File: config.mk
export PLATFORM = sky130hd
export DESIGN_NAME = apdu_card_end_flat
export DESIGN_NICKNAME = d
export VERILOG_FILES = /design/src/apdu_pkg.sv /design/src/apdu_link_if.sv /design/src/apdu_card_end.sv /design/src/flat_wrapper.sv
export SDC_FILE = /design/constraint.sdc
export NUM_CORES = 2
export LEC_CHECK = 0
export BUFFER_PORTS_ARGS = -buffer_cell sky130_fd_sc_hd__buf_2
export CAP_MARGIN = 20
export CORE_UTILIZATION = 63
export DETAILED_ROUTE_END_ITERATION = 6
export PLACE_DENSITY = 0.8
export SYNTH_ARGS = -nofsm -noshare
export SYNTH_HDL_FRONTEND = slang
export SYNTH_SLANG_ARGS = --single-unit
File: constraint.sdc
create_clock -name clk_sys -period 4.94 [get_ports clk_sys]
set_input_delay 1.235 -clock clk_sys [delete_from_list [all_inputs] [get_ports clk_sys]]
set_output_delay 1.235 -clock clk_sys [all_outputs]
set_load 0.05 [all_outputs]
File: src/apdu_pkg.sv
// Shared constants, codes and helpers for the message transport ends.
// Assumes both ends run on one clock and share this package.
package apdu_pkg;
  // Procedure bytes and status codes
  localparam logic [7:0] PB_NULL = 8'h60;
  localparam logic [7:0] PB_MORE = 8'h61;
  localparam logic [7:0] PB_RELEN = 8'h6C;
  localparam logic [7:0] SW1_WARN = 8'h62;
  localparam logic [7:0] SW1_WARN2 = 8'h63;
  localparam logic [3:0] SW1_APP_HI = 4'h9;
  localparam logic [15:0] SW_OK = 16'h9000;
  localparam logic [7:0] INS_GET_RESP = 8'hC0;
  localparam logic [7:0] BYTE_ZERO = 8'h00;
  // Header layout and sizes
  localparam int HDR_LEN = 5;
  localparam int IDX_CLA = 0;
  localparam int IDX_INS = 1;
  localparam int IDX_P1 = 2;
  localparam int IDX_P2 = 3;
  localparam int IDX_P3 = 4;
  localparam int APDU_MAX = 261;
  localparam int BUF_DEPTH = 256;
  localparam logic [8:0] LEN_FULL = 9'h100;
  localparam logic [8:0] LEN_CASE1 = 9'h004;
  localparam logic [8:0] LEN_CASE2 = 9'h005;
  localparam logic [8:0] LEN_ONE = 9'h001;
  localparam logic [8:0] LEN_ZERO = 9'h000;

  typedef enum logic [1:0] {
    CASE1 = 2'b00,
    CASE2 = 2'b01,
    CASE3 = 2'b10,
    CASE4 = 2'b11
  } apdu_case_t;

  // Warning, application or normal status: may carry data
  function automatic logic sw_carries_data(input logic [7:0] sw1);
    return sw1 == SW1_WARN || sw1 == SW1_WARN2 || sw1[7:4] == SW1_APP_HI;
  endfunction : sw_carries_data

  function automatic logic sw_continue(input logic [15:0] sw);
    return sw_carries_data(sw[15:8]) && sw != SW_OK;
  endfunction : sw_continue

  // Length byte zero stands for the full 256
  function automatic logic [8:0] len_of(input logic [7:0] p3);
    return (p3 == BYTE_ZERO) ? LEN_FULL : {1'b0, p3};
  endfunction : len_of
endpackage : apdu_pkg

File: src/apdu_link_if.sv
// Byte link between terminal transport end and card transport end.
// Assumes one byte per cycle each way; receivers always take it.
`timescale 1ns/1ps
interface apdu_link_if;
  logic t1_mode;
  logic t_vld;
  logic t_end;
  logic [7:0] t_byte;
  logic c_vld;
  logic c_end;
  logic [7:0] c_byte;

  modport term (
    output t1_mode,
    output t_vld,
    output t_end,
    output t_byte,
    input c_vld,
    input c_end,
    input c_byte
  );
  modport card (
    input t1_mode,
    input t_vld,
    input t_end,
    input t_byte,
    output c_vld,
    output c_end,
    output c_byte
  );
endinterface : apdu_link_if

File: src/apdu_card_end.sv
// Card-side transport end: header intake, procedure bytes, data return.
// Assumes an application that answers each header or block on rep_*.
`timescale 1ns/1ps
module apdu_card_end
  import apdu_pkg::*;
(
  // Clock and reset
  input wire logic clk_sys,
  input wire logic reset_n,
  // Link
  apdu_link_if.card lnk,
  // Header and command data to the application
  output logic hdr_vld,
  output logic [39:0] hdr_bytes,
  output logic app_dvld,
  output logic [7:0] app_dbyte,
  output logic app_dlast,
  // Response data from the application
  input wire logic rw_vld,
  input wire logic [7:0] rw_byte,
  // Application reply
  input wire logic rep_vld,
  input wire logic rep_want_data,
  input wire logic rep_resp,
  input wire logic [15:0] rep_sw
);
  typedef enum logic [2:0] {
    C_HDR = 3'b000,
    C_APP = 3'b001,
    C_SERVE = 3'b010,
    C_RX = 3'b011,
    C_PRE = 3'b100,
    C_DATA = 3'b101,
    C_SW1 = 3'b110,
    C_SW2 = 3'b111
  } card_state_t;

  card_state_t state_q;
  logic [7:0] mem [BUF_DEPTH];
  logic [7:0] hdr_q [HDR_LEN];
  logic [2:0] hcnt_q;
  logic [8:0] wr_ptr_q, rd_ptr_q, cnt_q, avail, le9;
  logic [15:0] tail_q, sw_q;
  logic rx_q, got_q, clr_buf;
  logic c_vld_q, c_end_q;
  logic [7:0] c_byte_q;

  assign avail = wr_ptr_q - rd_ptr_q;
  assign le9 = len_of(hdr_q[IDX_P3]);
  assign clr_buf = state_q == C_HDR && lnk.t_vld &&
    (lnk.t1_mode ? hcnt_q == 3'h0 :
     (hcnt_q == 3'(IDX_P3) && hdr_q[IDX_INS] != INS_GET_RESP));
  assign hdr_bytes = {hdr_q[IDX_CLA], hdr_q[IDX_INS], hdr_q[IDX_P1],
                      hdr_q[IDX_P2], hdr_q[IDX_P3]};
  assign lnk.c_vld = c_vld_q;
  assign lnk.c_end = c_end_q;
  assign lnk.c_byte = c_byte_q;

  // Response buffer; cleared when a fresh command starts
  always_ff @(posedge clk_sys) begin
    if (rw_vld && wr_ptr_q != LEN_FULL) begin
      mem[wr_ptr_q[7:0]] <= rw_byte;
    end
  end

  always_ff @(posedge clk_sys or negedge reset_n) begin
    if (!reset_n) begin
      wr_ptr_q <= LEN_ZERO;
    end else if (clr_buf) begin
      wr_ptr_q <= LEN_ZERO;
    end else if (rw_vld && wr_ptr_q != LEN_FULL) begin
      wr_ptr_q <= wr_ptr_q + LEN_ONE;
    end
  end

  always_ff @(posedge clk_sys or negedge reset_n) begin
    if (!reset_n) begin
      state_q <= C_HDR;
      for (int i = 0; i < HDR_LEN; i++) begin
        hdr_q[i] <= BYTE_ZERO;
      end
      hcnt_q <= 3'h0;
      rd_ptr_q <= LEN_ZERO;
      cnt_q <= LEN_ZERO;
      tail_q <= SW_OK;
      sw_q <= SW_OK;
      rx_q <= 1'b0;
      got_q <= 1'b0;
      c_vld_q <= 1'b0;
      c_end_q <= 1'b0;
      c_byte_q <= BYTE_ZERO;
      hdr_vld <= 1'b0;
      app_dvld <= 1'b0;
      app_dbyte <= BYTE_ZERO;
      app_dlast <= 1'b0;
    end else begin
      c_vld_q <= 1'b0;
      c_end_q <= 1'b0;
      hdr_vld <= 1'b0;
      app_dvld <= 1'b0;
      app_dlast <= 1'b0;
      case (state_q)
        C_HDR: if (lnk.t_vld) begin
          if (lnk.t1_mode) begin
            // Block field goes to the application unchanged
            app_dvld <= 1'b1;
            app_dbyte <= lnk.t_byte;
            app_dlast <= lnk.t_end;
            hcnt_q <= 3'h1;
            if (hcnt_q == 3'h0) rd_ptr_q <= LEN_ZERO;
            if (lnk.t_end) begin
              hcnt_q <= 3'h0;
              state_q <= C_APP;
            end
          end else begin
            hdr_q[hcnt_q] <= lnk.t_byte;
            hcnt_q <= hcnt_q + 3'h1;
            if (hcnt_q == 3'(IDX_P3)) begin
              hcnt_q <= 3'h0;
              if (hdr_q[IDX_INS] == INS_GET_RESP) begin
                state_q <= C_SERVE;
              end else begin
                hdr_vld <= 1'b1;
                got_q <= 1'b0;
                rd_ptr_q <= LEN_ZERO;
                sw_q <= SW_OK;
                state_q <= C_APP;
              end
            end
          end
        end
        C_SERVE: begin
          rx_q <= 1'b0;
          if (le9 > avail) begin
            // Asked for more than held: give the true length
            tail_q <= {PB_RELEN, avail[7:0]};
            cnt_q <= LEN_ZERO;
            state_q <= C_SW1;
          end else if (le9 == avail) begin
            tail_q <= sw_q;
            cnt_q <= avail;
            state_q <= C_PRE;
          end else begin
            tail_q <= {PB_MORE, 8'(avail - le9)};
            cnt_q <= le9;
            state_q <= C_PRE;
          end
        end
        C_APP: if (rep_vld) begin
          sw_q <= rep_sw;
          if (lnk.t1_mode) begin
            // Data only beside warning, application or normal status
            tail_q <= rep_sw;
            cnt_q <= sw_carries_data(rep_sw[15:8]) ? avail : LEN_ZERO;
            state_q <= (sw_carries_data(rep_sw[15:8]) && avail != LEN_ZERO)
                       ? C_DATA : C_SW1;
          end else if (rep_want_data) begin
            got_q <= 1'b1;
            rx_q <= 1'b1;
            cnt_q <= {1'b0, hdr_q[IDX_P3]};
            state_q <= C_PRE;
          end else if (rep_resp && got_q) begin
            // Never plain normal status after command data with a response due
            tail_q <= (rep_sw == SW_OK) ? {PB_MORE, avail[7:0]} : rep_sw;
            state_q <= C_SW1;
          end else if (rep_resp && rep_sw == SW_OK) begin
            state_q <= C_SERVE;
          end else begin
            tail_q <= rep_sw;
            state_q <= C_SW1;
          end
        end
        C_PRE: begin
          c_vld_q <= 1'b1;
          c_byte_q <= hdr_q[IDX_INS];
          state_q <= rx_q ? C_RX : (cnt_q != LEN_ZERO) ? C_DATA : C_SW1;
        end
        C_RX: if (lnk.t_vld) begin
          app_dvld <= 1'b1;
          app_dbyte <= lnk.t_byte;
          app_dlast <= cnt_q == LEN_ONE;
          cnt_q <= cnt_q - LEN_ONE;
          if (cnt_q == LEN_ONE) begin
            rx_q <= 1'b0;
            state_q <= C_APP;
          end
        end
        C_DATA: begin
          c_vld_q <= 1'b1;
          c_byte_q <= mem[rd_ptr_q[7:0]];
          rd_ptr_q <= rd_ptr_q + LEN_ONE;
          cnt_q <= cnt_q - LEN_ONE;
          if (cnt_q == LEN_ONE) state_q <= C_SW1;
        end
        C_SW1: begin
          c_vld_q <= 1'b1;
          c_byte_q <= tail_q[15:8];
          state_q <= C_SW2;
        end
        C_SW2: begin
          c_vld_q <= 1'b1;
          c_byte_q <= tail_q[7:0];
          c_end_q <= lnk.t1_mode;
          state_q <= C_HDR;
        end
        default: state_q <= C_HDR;
      endcase
    end
  end
endmodule : apdu_card_end

File: src/flat_wrapper.sv
// flat-port wrapper written by rule: the top's interface ports become plain ports
module apdu_card_end_flat import apdu_pkg::*;
  (clk_sys, reset_n, hdr_vld, hdr_bytes, app_dvld, app_dbyte, app_dlast, rw_vld, rw_byte, rep_vld, rep_want_data, rep_resp, rep_sw, lnk_t1_mode, lnk_t_vld, lnk_t_end, lnk_t_byte, lnk_c_vld, lnk_c_end, lnk_c_byte);
  apdu_link_if lnk_i ();
  input wire logic clk_sys;
  input wire logic reset_n;
  output logic hdr_vld;
  output logic [39:0] hdr_bytes;
  output logic app_dvld;
  output logic [7:0] app_dbyte;
  output logic app_dlast;
  input wire logic rw_vld;
  input wire logic [7:0] rw_byte;
  input wire logic rep_vld;
  input wire logic rep_want_data;
  input wire logic rep_resp;
  input wire logic [15:0] rep_sw;
  input wire logic [$bits(lnk_i.t1_mode)-1:0] lnk_t1_mode;
  input wire logic [$bits(lnk_i.t_vld)-1:0] lnk_t_vld;
  input wire logic [$bits(lnk_i.t_end)-1:0] lnk_t_end;
  input wire logic [$bits(lnk_i.t_byte)-1:0] lnk_t_byte;
  output wire logic [$bits(lnk_i.c_vld)-1:0] lnk_c_vld;
  output wire logic [$bits(lnk_i.c_end)-1:0] lnk_c_end;
  output wire logic [$bits(lnk_i.c_byte)-1:0] lnk_c_byte;
  assign lnk_i.t1_mode = lnk_t1_mode;
  assign lnk_i.t_vld = lnk_t_vld;
  assign lnk_i.t_end = lnk_t_end;
  assign lnk_i.t_byte = lnk_t_byte;
  assign lnk_c_vld = lnk_i.c_vld;
  assign lnk_c_end = lnk_i.c_end;
  assign lnk_c_byte = lnk_i.c_byte;
  apdu_card_end u_core (.clk_sys(clk_sys), .reset_n(reset_n), .lnk(lnk_i), .hdr_vld(hdr_vld), .hdr_bytes(hdr_bytes), .app_dvld(app_dvld), .app_dbyte(app_dbyte), .app_dlast(app_dlast), .rw_vld(rw_vld), .rw_byte(rw_byte), .rep_vld(rep_vld), .rep_want_data(rep_want_data), .rep_resp(rep_resp), .rep_sw(rep_sw));
endmodule
==> flow_summary_export.csv <==
group,metric,value,unit
power_and_ir_drop,worst_ir_drop_vdd,0.564,mV
floorplanning,die_x,374,um
setup_path,slowest_stage,"dfrtp_4",
cells_and_area,drive_gt1_share,23.5,%
setup_path,path_cells,"ha_1 > fa_1 > nand2b_1 > a21o_1 > nand4b_1 > nand3_1 > ha_1 > and3_1 > nand3_1 > o211ai_1 > a2111oi_4 > or3_4 > or3_1 > a41oi_1",
synth,syn_inst,4529,
cts,htreeDepth,4,
cts,clkSinkCount,2176,
cts,cts_buffer_depth,3,
placement,dpl.hpwl,132,mm
sta,maxSlewHeadroom,14.1,%
cts,cts_buffers,204,
cts,cts_resized,0,
routing,wl_per_cell,34.3,um
placement,portBuffers,101,
setup_path,path_delay_family,"simple AND/OR/NAND/NOR gates",
global_route,overflow,0,
synth,synth_edf_count,2048,
sta,setup_viol,0,
synth,ys_seq_elements,2176,
synth,synth-compound-area-share,3.83,%
synth,synth_simple_gate_area_share,3.87,%
synth,synth_area,0.0870,sq mm
sta,timing.final.crit_share,90.0,%
sta,whs,0.229,ns
global_route,grt_max_degree,153,
routing,drt_wl_total,229,mm
floorplanning,die_y,374,um
synth,synth_top_family_by_area,"multiplexers",
setup_path,critical_path_required,5.71,ns
synth,postSynthAreaPerCell,19.2,sq um
setup_path,critPathCaptureType,"flip-flop",
synth,synthFlopType,"edfxtp_1",
power_and_ir_drop,clockPowerShare,27.6,%
routing,drt_iter0_markers,8435,
status,status,"finished, final reports clean",
power_and_ir_drop,p_int,0.0362,W
cts,cts_setup_buffers,0,
sta,rsz0062_at_grt,"false",
synth,synth_top_cell_by_area,"edfxtp_1",
synth,yosys.area_share.adder,0.478,%
cts,cts_tree,"built",
power_and_ir_drop,pwr-share-seq,38.8,%
routing,route.detailed.drc,0,
routing,drt.antenna.violating_nets,0,
sta,hold_violations,0,
cts,clkTransAtPathRegs,0.07,ns
setup_path,r2r_start,"u_core.rd_ptr_q[0]$_DFFE_PN0P_",
routing,routed-via-count,48200,
setup_path,critPathLaunch,"u_core.rd_ptr_q[0]$_DFFE_PN0P_",
setup_path,crit_path_start_kind,"flip-flop",
setup_path,cp_max_fo,21,
setup_path,critPathKind,"reg2reg",
synth,yosysWarningCount,0,
synth,synthXorXnorAreaFrac,0.301,%
floorplanning,start_util,63.9,%
setup_path,worstPathArrival,5.21,ns
flow_run,maxCapViolations,0,
setup_path,critPathBufInv,0,
global_route,grt_usage,33.1,%
floorplanning,dieArea,0.140,sq mm
sta,slew_viol_final,0,
floorplanning,io_pins,102,
synth,synthTopCellsByArea,"edfxtp_1, mux4_2, dfrtp_1",
global_route,antenna_found_initial,8,
routing,dr.pass1.iters,6,
floorplanning,core_area,0.136,sq mm
synth,synth_top_area_share,70.7,%
setup_path,reg2reg_slack,0.49,ns
setup_path,slowest_delay,0.62,ns
sta,skew,0.0464,ns
sta,worstMarginPinSlew,1.29,ns
synth,synthArstFlopShare,5.88,%
power_and_ir_drop,powerDensity,572,mW/mm^2
cts,cts_root_buf,"clkbuf_16",
placement,place_congestion,0.949,
sta,fin_tns_setup,0,ns
sta,period_minus_slack,4.45,ns
global_route,grt_pass1_vias,48000,
worst_hold_path,min_path_type,"in2async",
cells_and_area,final_nets,4810,
power_and_ir_drop,power.switching,0.0189,W
power_and_ir_drop,total_leakage_power,31.4,nW
power_and_ir_drop,combPwrFrac,33.5,%
power_and_ir_drop,p_sw_share,34.4,%
cts,clock_latency,0.85,ns
cts,cts_hold_buf,0,
synth,synth.area.mux_share,15.5,%
cells_and_area,syn2layout_area_growth,10.8,%
synth,synth_seq_area_share,74.4,%
floorplanning,num_rows,135,
synth,syn-num-nets,4602,
synth,ys_types,84,
power_and_ir_drop,p_total,0.0551,W
routing,viasPerCell,7.21,
global_route,grt_pass1_wl,331,mm
sta,clock.fmax,225,MHz
==> metrics by stage <==
step	utilization (%)	setup slack (ns)	instance area, sq um	instances
2_1_floorplan	-	0.420	87000	4529
3_3_place_gp	66.0	0.223	89900	6304
3_5_place_dp	66.1	0.569	89900	6307
4_1_cts	70.8	0.564	96300	6683
5_1_grt	70.8	0.306	96400	6689
6_report	70.8	0.495	96400	6690
==> final timing paths <==
check | to | cells after the start
hold / removal | u_core.sw_q[6]$_DFFE_PN0P_ | 1
min in group clk_sys | u_core.app_dbyte[4]$_DFFE_PN0P_ | 2
max in group asynchronous | u_core.rd_ptr_q[1]$_DFFE_PN0P_ | 2
setup reg to reg | u_core.tail_q[0]$_DFFE_PN0P_ | 14
setup / recovery | u_core.tail_q[0]$_DFFE_PN0P_ | 14
hold reg to reg | u_core.app_dbyte[4]$_DFFE_PN0P_ | 2
==> registers in the layout (all words and copies together), names as in the netlist, 3 cells and up <==
register and cells:
u_core.state_q 3, u_core.lnk.c_byte 8, u_core.hcnt_q 3, u_core.rd_ptr_q 9, u_core.wr_ptr_q 9, u_core.app_dbyte 8, u_core.tail_q 16, u_core.mem 2048
u_core.hdr_bytes 40, u_core.sw_q 16, u_core.cnt_q 9
==> placed cells by master (no fill, tap or decap), drive strengths merged, types with 13 or more instances in the layout <==
cell type and n:
inv 47, a21oi 99, o211ai 19, nand3 59, clkbuf 272, nand2b 14, mux2 62, a221oi 41
dfrtp 124, a31oi 21, nand4 13, xnor2 21, edfxtp 2048, nor2 383, mux2i 138, o21ai 95
o22ai 35, mux4 506, a22o 20, nand2 221, buf 256, nor3 37, clkinv 90, a22oi 63
ha 30
==> final cells by class <==
type                       count  area (sq um)
fill                        7759         39700
sequential                  2176         64700
clock buffer                 264          5460
antenna                        2          5.00
tap                         1781          2230
inverter                      43           166
multi-input combinational   2048         20900
clock inverter               112           932
timing repair buffer         264          2020
==> logic make-up after synthesis <==
| logic type | count (synthesis) |
|---|---|
| compound gates | 492 |
| xor+xnor | 29 |
| fa+ha+maj | 32 |
| buf+inv | 305 |
| flops | 2176 |
| mux | 706 |
| simple gates | 789 |
==> Yosys cell counts (all sizes together), types with 30 or more instances <==
cell type	instances
a21oi	99
dfrtp	124
edfxtp	2048
mux2	62
nor2	383
nand2	221
mux4	506
nand3	59
nor3	37
buf	133
clkbuf	129
o21ai	95
o22ai	35
mux2i	138
inv	39
a221oi	41
ha	30
a22oi	63
==> power by group through the flow <==
stage                     registers [W]  logic (W)  clock network, W
after floorplan                  0.0221     0.0117                 0
after global placement           0.0217     0.0176                 0
after detailed placement         0.0217     0.0178                 0
after CTS                        0.0214     0.0181            0.0152
after global routing             0.0214     0.0192            0.0159
final                            0.0214     0.0185            0.0152
==> layer usage <==
metal	GRT usage, %	up-vias	wire length [um]
li1	-	18900	-
met5	0	-	78
met4	15.7	12	12500
met2	52.2	4046	110000
met1	44.3	24600	79900
met3	7.53	766	26800
Note: power is estimated with default switching activity, not from simulation.
